`src/sfr_pkg.sv`:
```
// constants, types and register map of the serial flash read host
// assumes a host clock of 25 MHz and a flash that follows the read protocol below
package sfr_pkg;
  localparam int unsigned CLK_HZ = 25_000_000;
  localparam int unsigned SCK_MAX_READ_HZ = 50_000_000;
  localparam int unsigned SCK_MAX_MIO_HZ = 133_000_000;
  localparam int unsigned AXI_AW = 8;
  // ==========================================================
  // register map
  localparam logic [7:0] REG_CTRL = 8'h00;
  localparam logic [7:0] REG_ADDR = 8'h04;
  localparam logic [7:0] REG_COUNT = 8'h08;
  localparam logic [7:0] REG_STATUS = 8'h0c;
  localparam logic [7:0] REG_RDATA = 8'h10;
  localparam int unsigned CTRL_OPC_LSB = 0;
  localparam int unsigned CTRL_ADDR4_BIT = 8;
  localparam int unsigned CTRL_QUAD_INSTR_BIT = 9;
  localparam int unsigned CTRL_QE_BIT = 10;
  localparam int unsigned CTRL_LAT_LSB = 12;
  localparam int unsigned CTRL_MODE_LSB = 16;
  localparam int unsigned CTRL_START_BIT = 31;
  localparam int unsigned ST_BUSY_BIT = 0;
  localparam int unsigned ST_RVALID_BIT = 1;
  localparam int unsigned ST_ERR_BIT = 2;
  localparam logic [15:0] COUNT_RST = 16'h0001;
  localparam logic [1:0] RESP_OKAY = 2'h0;
  localparam logic [1:0] RESP_SLVERR = 2'h2;
  // ==========================================================
  // opcodes and link constants
  localparam logic [7:0] OPC_READ = 8'h03;
  localparam logic [7:0] OPC_READ_LONG = 8'h13;
  localparam logic [7:0] OPC_FAST = 8'h0b;
  localparam logic [7:0] OPC_FAST_LONG = 8'h0c;
  localparam logic [7:0] OPC_DUAL = 8'hbb;
  localparam logic [7:0] OPC_DUAL_LONG = 8'hbc;
  localparam logic [7:0] OPC_QUAD = 8'heb;
  localparam logic [7:0] OPC_QUAD_LONG = 8'hec;
  localparam logic [3:0] MODE_FORBID_HI = 4'ha;
  localparam logic [3:0] MODE_SAFE_HI = 4'h0;
  localparam logic [2:0] W1 = 3'h1;
  localparam logic [2:0] W2 = 3'h2;
  localparam logic [2:0] W4 = 3'h4;
  localparam logic [5:0] INSTR_CYC_SER = 6'h08;
  localparam logic [5:0] INSTR_CYC_QUAD = 6'h02;
  localparam logic [5:0] MODE_CYC_DUAL = 6'h04;
  localparam logic [5:0] MODE_CYC_QUAD = 6'h02;
  localparam logic [5:0] DUAL_REL_CYC = 6'h02;
  // ==========================================================
  // types
  typedef enum logic [5:0] {
    S_IDLE = 6'b000001,
    S_INSTR = 6'b000010,
    S_ADDR = 6'b000100,
    S_MODE = 6'b001000,
    S_DUMMY = 6'b010000,
    S_DATA = 6'b100000
  } sfr_state_e;
  typedef struct packed {
    logic [7:0] mode;
    logic [3:0] latency;
    logic quad_en;
    logic quad_instruction_mode;
    logic addr_long;
    logic [7:0] opcode;
  } sfr_cfg_s;
endpackage

```
`src/sfr_sck_gen.sv`:
```
// serial clock generator: divides clk into a mode-0 sck with edge enables
// assumes run is held low to freeze sck at its present level
`timescale 1ns/10ps
module sfr_sck_gen #(
  parameter int unsigned HALF = 4
) (
  input wire logic clk,
  input wire logic rst,
  input wire logic run,
  output logic sck,
  output logic rise,
  output logic fall
);
  localparam int unsigned CW = (HALF > 1) ? $clog2(HALF) : 1;
  localparam logic [CW-1:0] LAST = CW'(HALF - 1);
  logic [CW-1:0] cnt_reg;
  logic sck_reg;
  wire logic wrap = run && (cnt_reg == LAST);
  assign sck = sck_reg;
  assign rise = wrap && !sck_reg;
  assign fall = wrap && sck_reg;
  always_ff @(posedge clk or posedge rst) begin
    if (rst) begin
      cnt_reg <= '0;
      sck_reg <= 1'b0;
    end else if (!run) begin
      cnt_reg <= '0;
    end else if (wrap) begin
      cnt_reg <= '0;
      sck_reg <= !sck_reg;
    end else begin
      cnt_reg <= cnt_reg + 1'b1;
    end
  end
endmodule // sfr_sck_gen

```
`src/sfr_host.sv`:
```
// host controller for serial flash SDR reads: single, fast, dual and quad I/O
// assumes an AXI4-Lite master for orders and a flash on sck, cs_n and io pins
`timescale 1ns/10ps
module sfr_host #(
  parameter int unsigned HALF = 4
) (
  input wire logic clk,
  input wire logic rst,
  input wire logic [sfr_pkg::AXI_AW-1:0] s_axi_awaddr,
  input wire logic s_axi_awvalid,
  output logic s_axi_awready,
  input wire logic [31:0] s_axi_wdata,
  input wire logic [3:0] s_axi_wstrb,
  input wire logic s_axi_wvalid,
  output logic s_axi_wready,
  output logic [1:0] s_axi_bresp,
  output logic s_axi_bvalid,
  input wire logic s_axi_bready,
  input wire logic [sfr_pkg::AXI_AW-1:0] s_axi_araddr,
  input wire logic s_axi_arvalid,
  output logic s_axi_arready,
  output logic [31:0] s_axi_rdata,
  output logic [1:0] s_axi_rresp,
  output logic s_axi_rvalid,
  input wire logic s_axi_rready,
  output logic sck,
  output logic cs_n,
  output logic [3:0] io_out,
  output logic [3:0] io_oe_n,
  input wire logic [3:0] io_in
);
  // sampling needs two sync stages plus margin inside a half period
  if (HALF < 3) begin : g_bad_half
    $error("HALF must be at least 3");
  end
  if (sfr_pkg::CLK_HZ / (2 * HALF) > sfr_pkg::SCK_MAX_READ_HZ) begin : g_bad_rate
    $error("sck too fast for single read");
  end
  if (sfr_pkg::CLK_HZ / (2 * HALF) > sfr_pkg::SCK_MAX_MIO_HZ) begin : g_bad_mio
    $error("sck too fast for fast, dual or quad read");
  end

  // ==========================================================
  // register bus
  logic awready_reg, wready_reg, bvalid_reg, arready_reg, rvalid_reg;
  logic [1:0] bresp_reg, rresp_reg;
  logic [31:0] rdata_reg, wdata_hold_reg;
  logic [3:0] wstrb_hold_reg;
  logic [7:0] awaddr_hold_reg;
  logic aw_held_reg, w_held_reg;
  sfr_pkg::sfr_cfg_s cfg_reg;
  logic [31:0] addr_reg;
  logic [15:0] count_reg;
  logic err_reg, start_pend_reg, rxf_reg;
  logic [7:0] rx_byte_reg;
  sfr_pkg::sfr_state_e state_reg, nstate;

  function automatic logic [31:0] merge(input logic [31:0] old, input logic [31:0] nw,
                                        input logic [3:0] strb);
    logic [31:0] r;
    r = old;
    for (int i = 0; i < 4; i++) begin
      if (strb[i]) begin
        r[8*i +: 8] = nw[8*i +: 8];
      end
    end
    return r;
  endfunction

  wire logic aw_hs = s_axi_awvalid && awready_reg;
  wire logic w_hs = s_axi_wvalid && wready_reg;
  wire logic ar_hs = s_axi_arvalid && arready_reg;
  wire logic do_wr = aw_held_reg && w_held_reg && !bvalid_reg;
  wire logic busy = (state_reg != sfr_pkg::S_IDLE) || start_pend_reg;
  wire logic [31:0] ctrl_word = {8'h00, cfg_reg.mode, cfg_reg.latency, 1'b0, cfg_reg.quad_en,
                                 cfg_reg.quad_instruction_mode, cfg_reg.addr_long,
                                 cfg_reg.opcode};
  wire logic [31:0] ctrl_new = merge(ctrl_word, wdata_hold_reg, wstrb_hold_reg);
  wire logic [31:0] addr_new = merge(addr_reg, wdata_hold_reg, wstrb_hold_reg);
  wire logic [31:0] count_new = merge({16'h0000, count_reg}, wdata_hold_reg, wstrb_hold_reg);
  wire logic wr_ctrl = do_wr && awaddr_hold_reg == sfr_pkg::REG_CTRL;
  wire logic wr_addr = do_wr && awaddr_hold_reg == sfr_pkg::REG_ADDR && !busy;
  wire logic wr_count = do_wr && awaddr_hold_reg == sfr_pkg::REG_COUNT && !busy;
  wire logic wr_status = do_wr && awaddr_hold_reg == sfr_pkg::REG_STATUS;
  wire logic wr_known = awaddr_hold_reg == sfr_pkg::REG_CTRL ||
                        awaddr_hold_reg == sfr_pkg::REG_ADDR ||
                        awaddr_hold_reg == sfr_pkg::REG_COUNT ||
                        awaddr_hold_reg == sfr_pkg::REG_STATUS;
  // settings are frozen while a read runs so the sequence stays consistent
  wire logic cfg_load = wr_ctrl && !busy;
  wire logic start_req = cfg_load && ctrl_new[sfr_pkg::CTRL_START_BIT];
  wire logic err_clr = wr_status && wdata_hold_reg[sfr_pkg::ST_ERR_BIT] &&
                       wstrb_hold_reg[0];
  wire logic rd_rdata = ar_hs && s_axi_araddr == sfr_pkg::REG_RDATA;
  wire logic [31:0] status_word = {29'h0, err_reg, rxf_reg, busy};
  wire logic rd_known = s_axi_araddr == sfr_pkg::REG_CTRL ||
                        s_axi_araddr == sfr_pkg::REG_ADDR ||
                        s_axi_araddr == sfr_pkg::REG_COUNT ||
                        s_axi_araddr == sfr_pkg::REG_STATUS ||
                        s_axi_araddr == sfr_pkg::REG_RDATA;
  wire logic [31:0] rd_word =
    (s_axi_araddr == sfr_pkg::REG_CTRL) ? ctrl_word :
    (s_axi_araddr == sfr_pkg::REG_ADDR) ? addr_reg :
    (s_axi_araddr == sfr_pkg::REG_COUNT) ? {16'h0000, count_reg} :
    (s_axi_araddr == sfr_pkg::REG_STATUS) ? status_word :
    (s_axi_araddr == sfr_pkg::REG_RDATA) ? {24'h000000, rx_byte_reg} : 32'h00000000;

  always_ff @(posedge clk or posedge rst) begin
    if (rst) begin
      awready_reg <= 1'b1;
      wready_reg <= 1'b1;
      aw_held_reg <= 1'b0;
      w_held_reg <= 1'b0;
      awaddr_hold_reg <= 8'h00;
      wdata_hold_reg <= 32'h00000000;
      wstrb_hold_reg <= 4'h0;
      bvalid_reg <= 1'b0;
      bresp_reg <= sfr_pkg::RESP_OKAY;
    end else begin
      if (aw_hs) begin
        awaddr_hold_reg <= s_axi_awaddr;
        aw_held_reg <= 1'b1;
        awready_reg <= 1'b0;
      end
      if (w_hs) begin
        wdata_hold_reg <= s_axi_wdata;
        wstrb_hold_reg <= s_axi_wstrb;
        w_held_reg <= 1'b1;
        wready_reg <= 1'b0;
      end
      if (do_wr) begin
        aw_held_reg <= 1'b0;
        w_held_reg <= 1'b0;
        bvalid_reg <= 1'b1;
        bresp_reg <= wr_known ? sfr_pkg::RESP_OKAY : sfr_pkg::RESP_SLVERR;
      end
      if (bvalid_reg && s_axi_bready) begin
        bvalid_reg <= 1'b0;
        awready_reg <= 1'b1;
        wready_reg <= 1'b1;
      end
    end
  end

  always_ff @(posedge clk or posedge rst) begin
    if (rst) begin
      arready_reg <= 1'b1;
      rvalid_reg <= 1'b0;
      rdata_reg <= 32'h00000000;
      rresp_reg <= sfr_pkg::RESP_OKAY;
    end else if (ar_hs) begin
      arready_reg <= 1'b0;
      rvalid_reg <= 1'b1;
      rdata_reg <= rd_word;
      rresp_reg <= rd_known ? sfr_pkg::RESP_OKAY : sfr_pkg::RESP_SLVERR;
    end else if (rvalid_reg && s_axi_rready) begin
      rvalid_reg <= 1'b0;
      arready_reg <= 1'b1;
    end
  end

  always_ff @(posedge clk or posedge rst) begin
    if (rst) begin
      cfg_reg <= '0;
      addr_reg <= 32'h00000000;
      count_reg <= sfr_pkg::COUNT_RST;
    end else begin
      if (cfg_load) begin
        cfg_reg.opcode <= ctrl_new[sfr_pkg::CTRL_OPC_LSB +: 8];
        cfg_reg.addr_long <= ctrl_new[sfr_pkg::CTRL_ADDR4_BIT];
        cfg_reg.quad_instruction_mode <= ctrl_new[sfr_pkg::CTRL_QUAD_INSTR_BIT];
        cfg_reg.quad_en <= ctrl_new[sfr_pkg::CTRL_QE_BIT];
        cfg_reg.latency <= ctrl_new[sfr_pkg::CTRL_LAT_LSB +: 4];
        cfg_reg.mode <= ctrl_new[sfr_pkg::CTRL_MODE_LSB +: 8];
      end
      if (wr_addr) begin
        addr_reg <= addr_new;
      end
      if (wr_count) begin
        count_reg <= count_new[15:0];
      end
    end
  end

  // ==========================================================
  // command decode
  wire logic [7:0] opc = cfg_reg.opcode;
  wire logic is_read = opc == sfr_pkg::OPC_READ || opc == sfr_pkg::OPC_READ_LONG;
  wire logic is_fast = opc == sfr_pkg::OPC_FAST || opc == sfr_pkg::OPC_FAST_LONG;
  wire logic is_dual = opc == sfr_pkg::OPC_DUAL || opc == sfr_pkg::OPC_DUAL_LONG;
  wire logic is_quad = opc == sfr_pkg::OPC_QUAD || opc == sfr_pkg::OPC_QUAD_LONG;
  wire logic long_opc = opc == sfr_pkg::OPC_READ_LONG || opc == sfr_pkg::OPC_FAST_LONG ||
                        opc == sfr_pkg::OPC_DUAL_LONG || opc == sfr_pkg::OPC_QUAD_LONG;
  wire logic addr4 = long_opc || cfg_reg.addr_long;
  wire logic quad_instr = is_quad && cfg_reg.quad_instruction_mode;
  wire logic bad_cmd = !(is_read || is_fast || is_dual || is_quad) ||
                       (is_quad && !cfg_reg.quad_en) || count_reg == 16'h0000;
  wire logic [2:0] dw = is_quad ? sfr_pkg::W4 : is_dual ? sfr_pkg::W2 : sfr_pkg::W1;
  wire logic [2:0] iw = quad_instr ? sfr_pkg::W4 : sfr_pkg::W1;
  wire logic [5:0] instr_cyc = quad_instr ? sfr_pkg::INSTR_CYC_QUAD : sfr_pkg::INSTR_CYC_SER;
  wire logic [5:0] addr_bits = addr4 ? 6'h20 : 6'h18;
  wire logic [5:0] addr_cyc = is_quad ? {2'b00, addr_bits[5:2]} :
                              is_dual ? {1'b0, addr_bits[5:1]} : addr_bits;
  wire logic [5:0] mode_cyc = is_dual ? sfr_pkg::MODE_CYC_DUAL :
                              is_quad ? sfr_pkg::MODE_CYC_QUAD : 6'h00;
  wire logic [5:0] dummy_cyc = is_read ? 6'h00 : {2'b00, cfg_reg.latency};
  wire logic [5:0] byte_cyc = is_quad ? 6'h02 : is_dual ? 6'h04 : 6'h08;
  // never let the mode byte ask for continuous read
  wire logic [7:0] mode_safe = (cfg_reg.mode[7:4] == sfr_pkg::MODE_FORBID_HI) ?
                               {sfr_pkg::MODE_SAFE_HI, cfg_reg.mode[3:0]} : cfg_reg.mode;
  // a short address must be followed directly by the mode byte, padding goes last
  wire logic [47:0] tx_init = addr4 ? {opc, addr_reg, mode_safe} :
                              {opc, addr_reg[23:0], mode_safe, 8'h00};

  // ==========================================================
  // link sequencer
  logic sck_i, rise, fall, run;
  logic [5:0] cnt_reg, ncnt;
  logic [15:0] left_reg;
  logic [47:0] tx_reg;
  logic [7:0] rx_reg;
  logic [3:0] io_out_reg, io_oe_n_reg, io_meta_reg, io_sync_reg;
  logic cs_n_reg, end_now;

  function automatic logic [3:0] pick(input logic [47:0] v, input logic [2:0] w);
    unique case (w)
      sfr_pkg::W1: return {3'b000, v[47]};
      sfr_pkg::W2: return {2'b00, v[47:46]};
      default: return v[47:44];
    endcase
  endfunction

  function automatic logic [3:0] oe_of(input sfr_pkg::sfr_state_e s, input logic [2:0] w,
                                       input logic rel);
    if ((s == sfr_pkg::S_INSTR || s == sfr_pkg::S_ADDR || s == sfr_pkg::S_MODE) && !rel) begin
      unique case (w)
        sfr_pkg::W1: return 4'b1110;
        sfr_pkg::W2: return 4'b1100;
        default: return 4'b0000;
      endcase
    end
    return 4'b1111;
  endfunction

  always_comb begin
    nstate = state_reg;
    ncnt = cnt_reg - 6'h01;
    end_now = 1'b0;
    if (cnt_reg == 6'h00) begin
      unique case (state_reg)
        sfr_pkg::S_INSTR: begin
          nstate = sfr_pkg::S_ADDR;
          ncnt = addr_cyc - 6'h01;
        end
        sfr_pkg::S_ADDR: begin
          nstate = (mode_cyc != 6'h00) ? sfr_pkg::S_MODE :
                   (dummy_cyc != 6'h00) ? sfr_pkg::S_DUMMY : sfr_pkg::S_DATA;
          ncnt = (mode_cyc != 6'h00) ? mode_cyc - 6'h01 :
                 (dummy_cyc != 6'h00) ? dummy_cyc - 6'h01 : byte_cyc - 6'h01;
        end
        sfr_pkg::S_MODE: begin
          nstate = (dummy_cyc != 6'h00) ? sfr_pkg::S_DUMMY : sfr_pkg::S_DATA;
          ncnt = (dummy_cyc != 6'h00) ? dummy_cyc - 6'h01 : byte_cyc - 6'h01;
        end
        sfr_pkg::S_DUMMY: begin
          nstate = sfr_pkg::S_DATA;
          ncnt = byte_cyc - 6'h01;
        end
        sfr_pkg::S_DATA: begin
          end_now = left_reg == 16'h0000;
          ncnt = byte_cyc - 6'h01;
        end
        sfr_pkg::S_IDLE: begin
          ncnt = 6'h00;
        end
      endcase
    end
  end

  wire logic [2:0] cur_w = (state_reg == sfr_pkg::S_INSTR) ? iw : dw;
  wire logic [2:0] nw = (nstate == sfr_pkg::S_INSTR) ? iw : dw;
  wire logic [47:0] tx_shift = tx_reg << cur_w;
  // the low mode nibble of a dual read is not needed, so drive is dropped early
  wire logic nrel = is_dual && nstate == sfr_pkg::S_MODE && ncnt < sfr_pkg::DUAL_REL_CYC;
  wire logic [7:0] rx_next = is_quad ? {rx_reg[3:0], io_sync_reg} :
                             is_dual ? {rx_reg[5:0], io_sync_reg[1:0]} :
                             {rx_reg[6:0], io_sync_reg[1]};
  wire logic byte_done = rise && state_reg == sfr_pkg::S_DATA && cnt_reg == 6'h00;
  // sck is held high at a byte boundary until software takes the last byte
  wire logic stall = state_reg == sfr_pkg::S_DATA && cnt_reg == 6'h00 &&
                     left_reg != 16'h0000 && rxf_reg && sck_i;
  assign run = state_reg != sfr_pkg::S_IDLE && !stall;

  sfr_sck_gen #(.HALF(HALF)) u_sck (
    .clk(clk),
    .rst(rst),
    .run(run),
    .sck(sck_i),
    .rise(rise),
    .fall(fall)
  );

  always_ff @(posedge clk or posedge rst) begin
    if (rst) begin
      io_meta_reg <= 4'h0;
      io_sync_reg <= 4'h0;
    end else begin
      io_meta_reg <= io_in;
      io_sync_reg <= io_meta_reg;
    end
  end

  always_ff @(posedge clk or posedge rst) begin
    if (rst) begin
      state_reg <= sfr_pkg::S_IDLE;
      start_pend_reg <= 1'b0;
      cnt_reg <= 6'h00;
      left_reg <= 16'h0000;
      tx_reg <= '0;
      rx_reg <= 8'h00;
      io_out_reg <= 4'h0;
      io_oe_n_reg <= 4'hf;
      cs_n_reg <= 1'b1;
    end else begin
      start_pend_reg <= start_req;
      if (start_pend_reg && !bad_cmd) begin
        state_reg <= sfr_pkg::S_INSTR;
        cnt_reg <= instr_cyc - 6'h01;
        left_reg <= count_reg;
        tx_reg <= tx_init;
        io_out_reg <= pick(tx_init, iw);
        io_oe_n_reg <= oe_of(sfr_pkg::S_INSTR, iw, 1'b0);
        cs_n_reg <= 1'b0;
      end else if (fall && end_now) begin
        state_reg <= sfr_pkg::S_IDLE;
        io_oe_n_reg <= 4'hf;
        cs_n_reg <= 1'b1;
      end else if (fall) begin
        state_reg <= nstate;
        cnt_reg <= ncnt;
        tx_reg <= tx_shift;
        io_out_reg <= pick(tx_shift, nw);
        io_oe_n_reg <= oe_of(nstate, nw, nrel);
      end else if (rise && state_reg == sfr_pkg::S_DATA) begin
        rx_reg <= rx_next;
        if (cnt_reg == 6'h00) begin
          left_reg <= left_reg - 16'h0001;
        end
      end
    end
  end

  always_ff @(posedge clk or posedge rst) begin
    if (rst) begin
      err_reg <= 1'b0;
      rxf_reg <= 1'b0;
      rx_byte_reg <= 8'h00;
    end else begin
      err_reg <= (start_pend_reg && bad_cmd) || (err_reg && !err_clr);
      rxf_reg <= byte_done || (rxf_reg && !rd_rdata);
      if (byte_done) begin
        rx_byte_reg <= rx_next;
      end
    end
  end

  assign s_axi_awready = awready_reg;
  assign s_axi_wready = wready_reg;
  assign s_axi_bvalid = bvalid_reg;
  assign s_axi_bresp = bresp_reg;
  assign s_axi_arready = arready_reg;
  assign s_axi_rvalid = rvalid_reg;
  assign s_axi_rdata = rdata_reg;
  assign s_axi_rresp = rresp_reg;
  assign sck = sck_i;
  assign cs_n = cs_n_reg;
  assign io_out = io_out_reg;
  assign io_oe_n = io_oe_n_reg;
endmodule // sfr_host

```
`config.mk`:
```
export PLATFORM = sky130hd
export DESIGN_NAME = sfr_host
export DESIGN_NICKNAME = d
export VERILOG_FILES = /design/src/sfr_pkg.sv /design/src/sfr_sck_gen.sv /design/src/sfr_host.sv
export SDC_FILE = /design/constraint.sdc
export NUM_CORES = 1
export LEC_CHECK = 0
export ABC_AREA = 1
export BUFFER_PORTS_ARGS = -buffer_cell sky130_fd_sc_hd__buf_4
export CORE_ASPECT_RATIO = 0.75
export CORE_MARGIN = 2
export CORE_UTILIZATION = 61
export DETAILED_ROUTE_END_ITERATION = 16
export PLACE_DENSITY = 0.81
export RECOVER_POWER = 25
export SETUP_SLACK_MARGIN = 0.5
export SYNTH_ARGS = -nofsm -noshare
export SYNTH_HDL_FRONTEND = slang
export SYNTH_SLANG_ARGS = --single-unit
```
`constraint.sdc`:
```
create_clock -name clk -period 8.6 [get_ports clk]
set_input_delay 0.43 -clock clk [delete_from_list [all_inputs] [get_ports clk]]
set_output_delay 0.43 -clock clk [all_outputs]
set_load 0.02 [all_outputs]
```
# Word level (Yosys, flattened, before mapping)
# Index checks and enable logic that the tools add are counted.
# op_classes
addsub	8
magnitude_cmp	1
eq_ne	33
shifts	1
n_mux	86
bitwise_logic	3
reduce_logical	106
# ops
op	count
two-way mux 48 bit	3
two-way mux 16 bit	6
two-way mux 6 bit	15
two-way mux 32 bit	2
two-way mux 4 bit	13
== test 8 x 4 -> 1 bit, second input constant	6
two-way mux 8 bit	6
left shift 48 x 3 -> 48 bit	1
two-way mux 40 bit	1
logical AND 1 bit	38
== test 8 bit, second input constant	4
zero test 16 bit	2
case mux 4 bit (2 select lines)	4
case mux 6 bit (5 select lines)	1
logical OR 1 bit	25
case mux 6 bit (4 select lines)	1
two-way mux 1 bit	23
AND reduction 2 bit	11
nonzero test 2 bit	10
== test 8 x 3 -> 1 bit, second input constant	2
== test 8 x 5 -> 1 bit, second input constant	2
zero test 8 bit	2
nonzero test 16 bit	1
subtractor 16 x 1 -> 16 bit, second input constant	1
other kinds (28)	58
# word_totals
reg_bits	272
input_bits	63
output_inout_bits	51
elab_cells	279

# Logic depth before layout (Yosys ltp)
# depth
ltp_word	23
ltp_mapped	20
ltp_nobuf	19

# By module
# Synthesis repeated with hierarchy kept, for this count alone.
# hier_totals
hier_cells	1814
area_unflattened_um2	13873.3
# by_module_without_submodules
mod	instances	cells_each	area_per_inst_um2	seq_area_each_um2
sfr_host	1	1799	13734.4	6642.6
sfr_sck_gen	1	15	138.9	75.1

# Worst setup path after synthesis
# No wires, ideal clock.
# synth_path
path_type	register to register
startpoint	reg opc[5] (netlist name)
endpoint	reg io_oe_n_reg[1], in the netlist io_oe_n[1]
setup_time_ns	0.079
arrival_time_ns	2.168
required_ns	8.521
setup_slack_ns	6.354
path_stages_with_launch	20
n_path_buf	2
period_less_slack_ns	2.246
path_cell_list	dfrtp_1 buf_2 nor2_1 nand2_1 nor2_1 nor2_1 nand3_1 inv_1 clkbuf_1 ha_1 inv_1 a21oi_1 nand4_1 and2_0 nand2_1 nor2_1 nand3_1 nand3_1 nand2_1 nand2_1
# synth_via
elab_chain_cells	23
word_cells_on_any_way	79
cone_classes	add/sub: 4; order compare: 1; eq/ne: 15; mux: 32; reduce/logical: 27
# synth_lines
element	line_no	source
== test 8 x 5 -> 1 bit or == test 8 x 4 -> 1 bit (tied branches)	sfr_host.sv:188, sfr_host.sv:192, sfr_host.sv:189	
logical OR 1 bit (2 in series)	sfr_host.sv:192	wire logic long_opc = opc == sfr_pkg::OPC_READ_LONG || opc == sfr_pkg::OPC_FAST_LONG ||
logical OR 1 bit	sfr_host.sv:193	opc == sfr_pkg::OPC_DUAL_LONG || opc == sfr_pkg::OPC_QUAD_LONG;
logical OR 1 bit	sfr_host.sv:194	wire logic addr4 = long_opc || cfg_reg.addr_long;
two-way mux 6 bit	sfr_host.sv:201	wire logic [5:0] addr_bits = addr4 ? 6'h20 : 6'h18;
two-way mux 6 bit	sfr_host.sv:203	is_dual ? {1'b0, addr_bits[5:1]} : addr_bits;
two-way mux 6 bit	sfr_host.sv:202	wire logic [5:0] addr_cyc = is_quad ? {2'b00, addr_bits[5:2]} :
subtractor 6 x 1 -> 6 bit	sfr_host.sv:253	ncnt = addr_cyc - 6'h01;
[... 6 more ...]	-	
two-way mux 1 bit	sfr_host.sv:235	if ((s == sfr_pkg::S_INSTR || s == sfr_pkg::S_ADDR || s == sfr_pkg::S_MODE) && !rel) begin
two-way mux 1 bit	sfr_host.sv:338	end else if (fall) begin
two-way mux 1 bit	sfr_host.sv:334	end else if (fall && end_now) begin
two-way mux 1 bit	sfr_host.sv:326	if (start_pend_reg && !bad_cmd) begin
two-way mux 4 bit	sfr_host.sv:242	return 4'b1111;
two-way mux 4 bit	sfr_host.sv:338	
two-way mux 4 bit	sfr_host.sv:334	
two-way mux 4 bit	sfr_host.sv:326	
end signal, assigned	sfr_host.sv:332	io_oe_n_reg <= oe_of(sfr_pkg::S_INSTR, iw, 1'b0);
end signal, assigned	sfr_host.sv:343	io_oe_n_reg <= oe_of(nstate, nw, nrel);
end, declared	sfr_host.sv:222	logic [3:0] io_out_reg, io_oe_n_reg, io_meta_reg, io_sync_reg;
# Several ways; a longest one is shown, not always the timed one. The select of a mux whose other input is x is not followed.
# A chain may end at the register's enable or synchronous reset.

==> flow_metrics.tcl <==
set metrics [dict create \
    dp.cells 2156 \
    synth_top_area_share_pct 46.6 \
    avgRoutedWirePerCell_microns 18.5 \
    status "finished with violations" \
    fmax_mhz 221 \
    drc 0 \
    async_reset_ff_share_pct 100 \
    postRouteAntennaNets 0 \
    grt_max_degree 140 \
    antenna_cells 0 \
    crit_slowest_cell "clkinvlp_2" \
    clk_pin_slew_ns 0.07 \
    drv_slew 140 \
    drt_iter0_drc 1893 \
    dr.pass1.iters 8 \
    clk-insertion-delay-late_ns 0.56 \
    hold_viol 0 \
    cts_resized 0 \
    p_total_mw 3.19 \
    vias_per_cell 5.97 \
    die_y_microns 135 \
    critPathTopFamily "buffers and inverters" \
    p_leak_nw 7.34 \
    synth.area.top_cells "dfrtp_1 47%, nand2_1 12%, o21ai_0 11%" \
    critPathKind "in -> async" \
    ys_ff_latch 269 \
    holdBufCountCts 4 \
    synth.largest_area_cell "dfrtp_1" \
    multiInputGateArea_sq_um 6060 \
    grt_pass1_wl_microns 64700 \
    die-area_sq_um 24100 \
    period_needed_ns 4.53 \
    post_cts.repair.setup_buffers 0 \
    avgSynthCellArea_sq_um 7.66 \
    synth_most_common_cell "nand2_1" \
    cp-start-kind "input pin" \
    timing.slew.headroom_pct -298 \
    cts_buffers 27 \
    clock_path_buffers 3 \
    io_buffers 111 \
    fin_skew_ns 0.0145 \
    start_util_pct 62.7 \
    synth.cells.most_frequent "461 x nand2_1, 314 x o21ai_0, 260 x dfrtp_1, 197 x inv_1, 123 x nor2_1" \
    clock_sinks 269 \
    critPathMaxFanout 139 \
    cts_tree "yes" \
    first_global_vias 12011 \
    grtUsageTotal_pct 34.2 \
    syn_to_final_growth_pct 13.6 \
    io_pins 114 \
    setup_viol 0 \
    netlist_instances 1824 \
    synth-edff-count 0 \
    p_per_area_nw_per_um2 201 \
    root_buffer "clkbuf_16" \
    holdCritPathClass "in -> reg" \
    path_buf_inv 3 \
    core-area_sq_um 22300 \
    synth_warnings 0 \
    syn-cell-area_sq_um 14000 \
    tns_ns 0 \
    arrival_ns 5.09 \
    drv_cap 1 \
    violations "capacitance limit, slew limit" \
    synthFlopType "dfrtp_1" \
    register_area_sq_um 6740 \
    dp_hpwl_microns 28800 \
    rows 47 \
    critPathCaptureType "asynchronous set/reset pin" \
    ys_types 54 \
    yosysSeqAreaShare_pct 48.3 \
    antenna_found_initial 0 \
    largest_reg_flops 48 \
    cts_max_level 1 \
    grt.overflow.total 0 \
    fin_util_pct 71.2 \
    vias 13181 \
    path_cells "clkbuf_4 -> clkinvlp_2 -> buf_4" \
    grt_setup_unrepaired "no" \
    period_share_pct 52.7 \
    drive_gt1_share_pct 11.0 \
    peakVddDrop_v 0.000204 \
    tightest_slew_ns 5.93 \
    nFillCells 1803 \
    fin_nets 1963 \
    cp.required_ns 9.16 \
    die_w_microns 179 \
    gp_congestion 0.980 \
    stdcell_count 2208 \
    cpPeakStageDelay_ns 3.25 \
    totalWireLength_microns 40900 \
]
-- final cells by class --
class	count	share of cell area, %
repair buffers	127	6.07
well taps	294	2.32
multi-input cells	1263	38.2
clock inverters	12	1.14
inverters	207	4.93
flip-flops and latches	269	42.5
clock buffers	36	4.79
-- power by group --
group | internal (mW) | switching [mW] | total (mW)
logic | 0.135 | 0.313 | 0.448
clock network | 0.743 | 0.521 | 1.26
registers | 1.41 | 0.0675 | 1.48
-- kinds of logic after synthesis --
logic type	synth area share (%)
xor gates and xnor gates	0.941
adders and majority gates	0.448
buffers and inverters	8.46
muxes	0.358
DFF	48.3
and+or+nand+nor	21.5
AOI/OAI and AO/OA	20.0
other	0.0269
-- metal layers --
layer	wire, microns	GRT usage (%)	vias to the layer above
met2	17500	49.1	710
li1	-	-	6172
met1	17900	51.6	6227
met3	4780	10.3	72
met5	0	0	-
met4	790	7.00	0
-- cell usage in the layout (no fill, tap or decap), types with 17 or more instances in the layout --
master	netlist	layout
o22ai_1	20	20
buf_4	8	118
a21oi_1	89	89
inv_1	197	196
o21ai_0	314	314
nor3_1	17	17
o21ai_1	23	23
nor2_1	123	123
nand3_1	75	75
nand2_1	461	460
clkbuf_16	0	27
dfrtp_1	260	260
-- metrics by stage --
stage / cell area (sq um) / worst slack (ns) / hold slack, ns
floorplan: 14000 / 0.775 / 0.331
global placement: 14900 / 5.01 / 0.333
detailed placement: 14900 / 4.85 / 0.335
CTS: 15900 / 4.83 / 0.0201
global route: 15900 / 3.10 / 0.0369
finish: 15900 / 4.07 / 0.0400
-- worst paths after layout --
| check | startpoint | endpoint | slack [ns] | cells past startpoint |
|---|---|---|---|---|
| worst max-delay path | rst | tx_reg[10]$_DFFE_PP0P_ | 4.07 | 3 |
| worst min-delay path | s_axi_awvalid | s_axi_awready$_DFFE_PP1P_ | 0.04 | 2 |
| worst max register to register | cnt_reg[0]$_DFFE_PP0P_ | io_out[3]$_DFFE_PP0P_ | 4.74 | 13 |
| worst min register to register | io_meta_reg[2]$_DFF_PP0_ | io_sync_reg[2]$_DFF_PP0_ | 0.34 | 0 |
| max in group clk | cnt_reg[0]$_DFFE_PP0P_ | io_out[3]$_DFFE_PP0P_ | 4.74 | 13 |
| min in group asynchronous | rst | count_reg[10]$_DFFE_PP0P_ | 1.71 | 2 |
(Power assumes the default switching activity.)
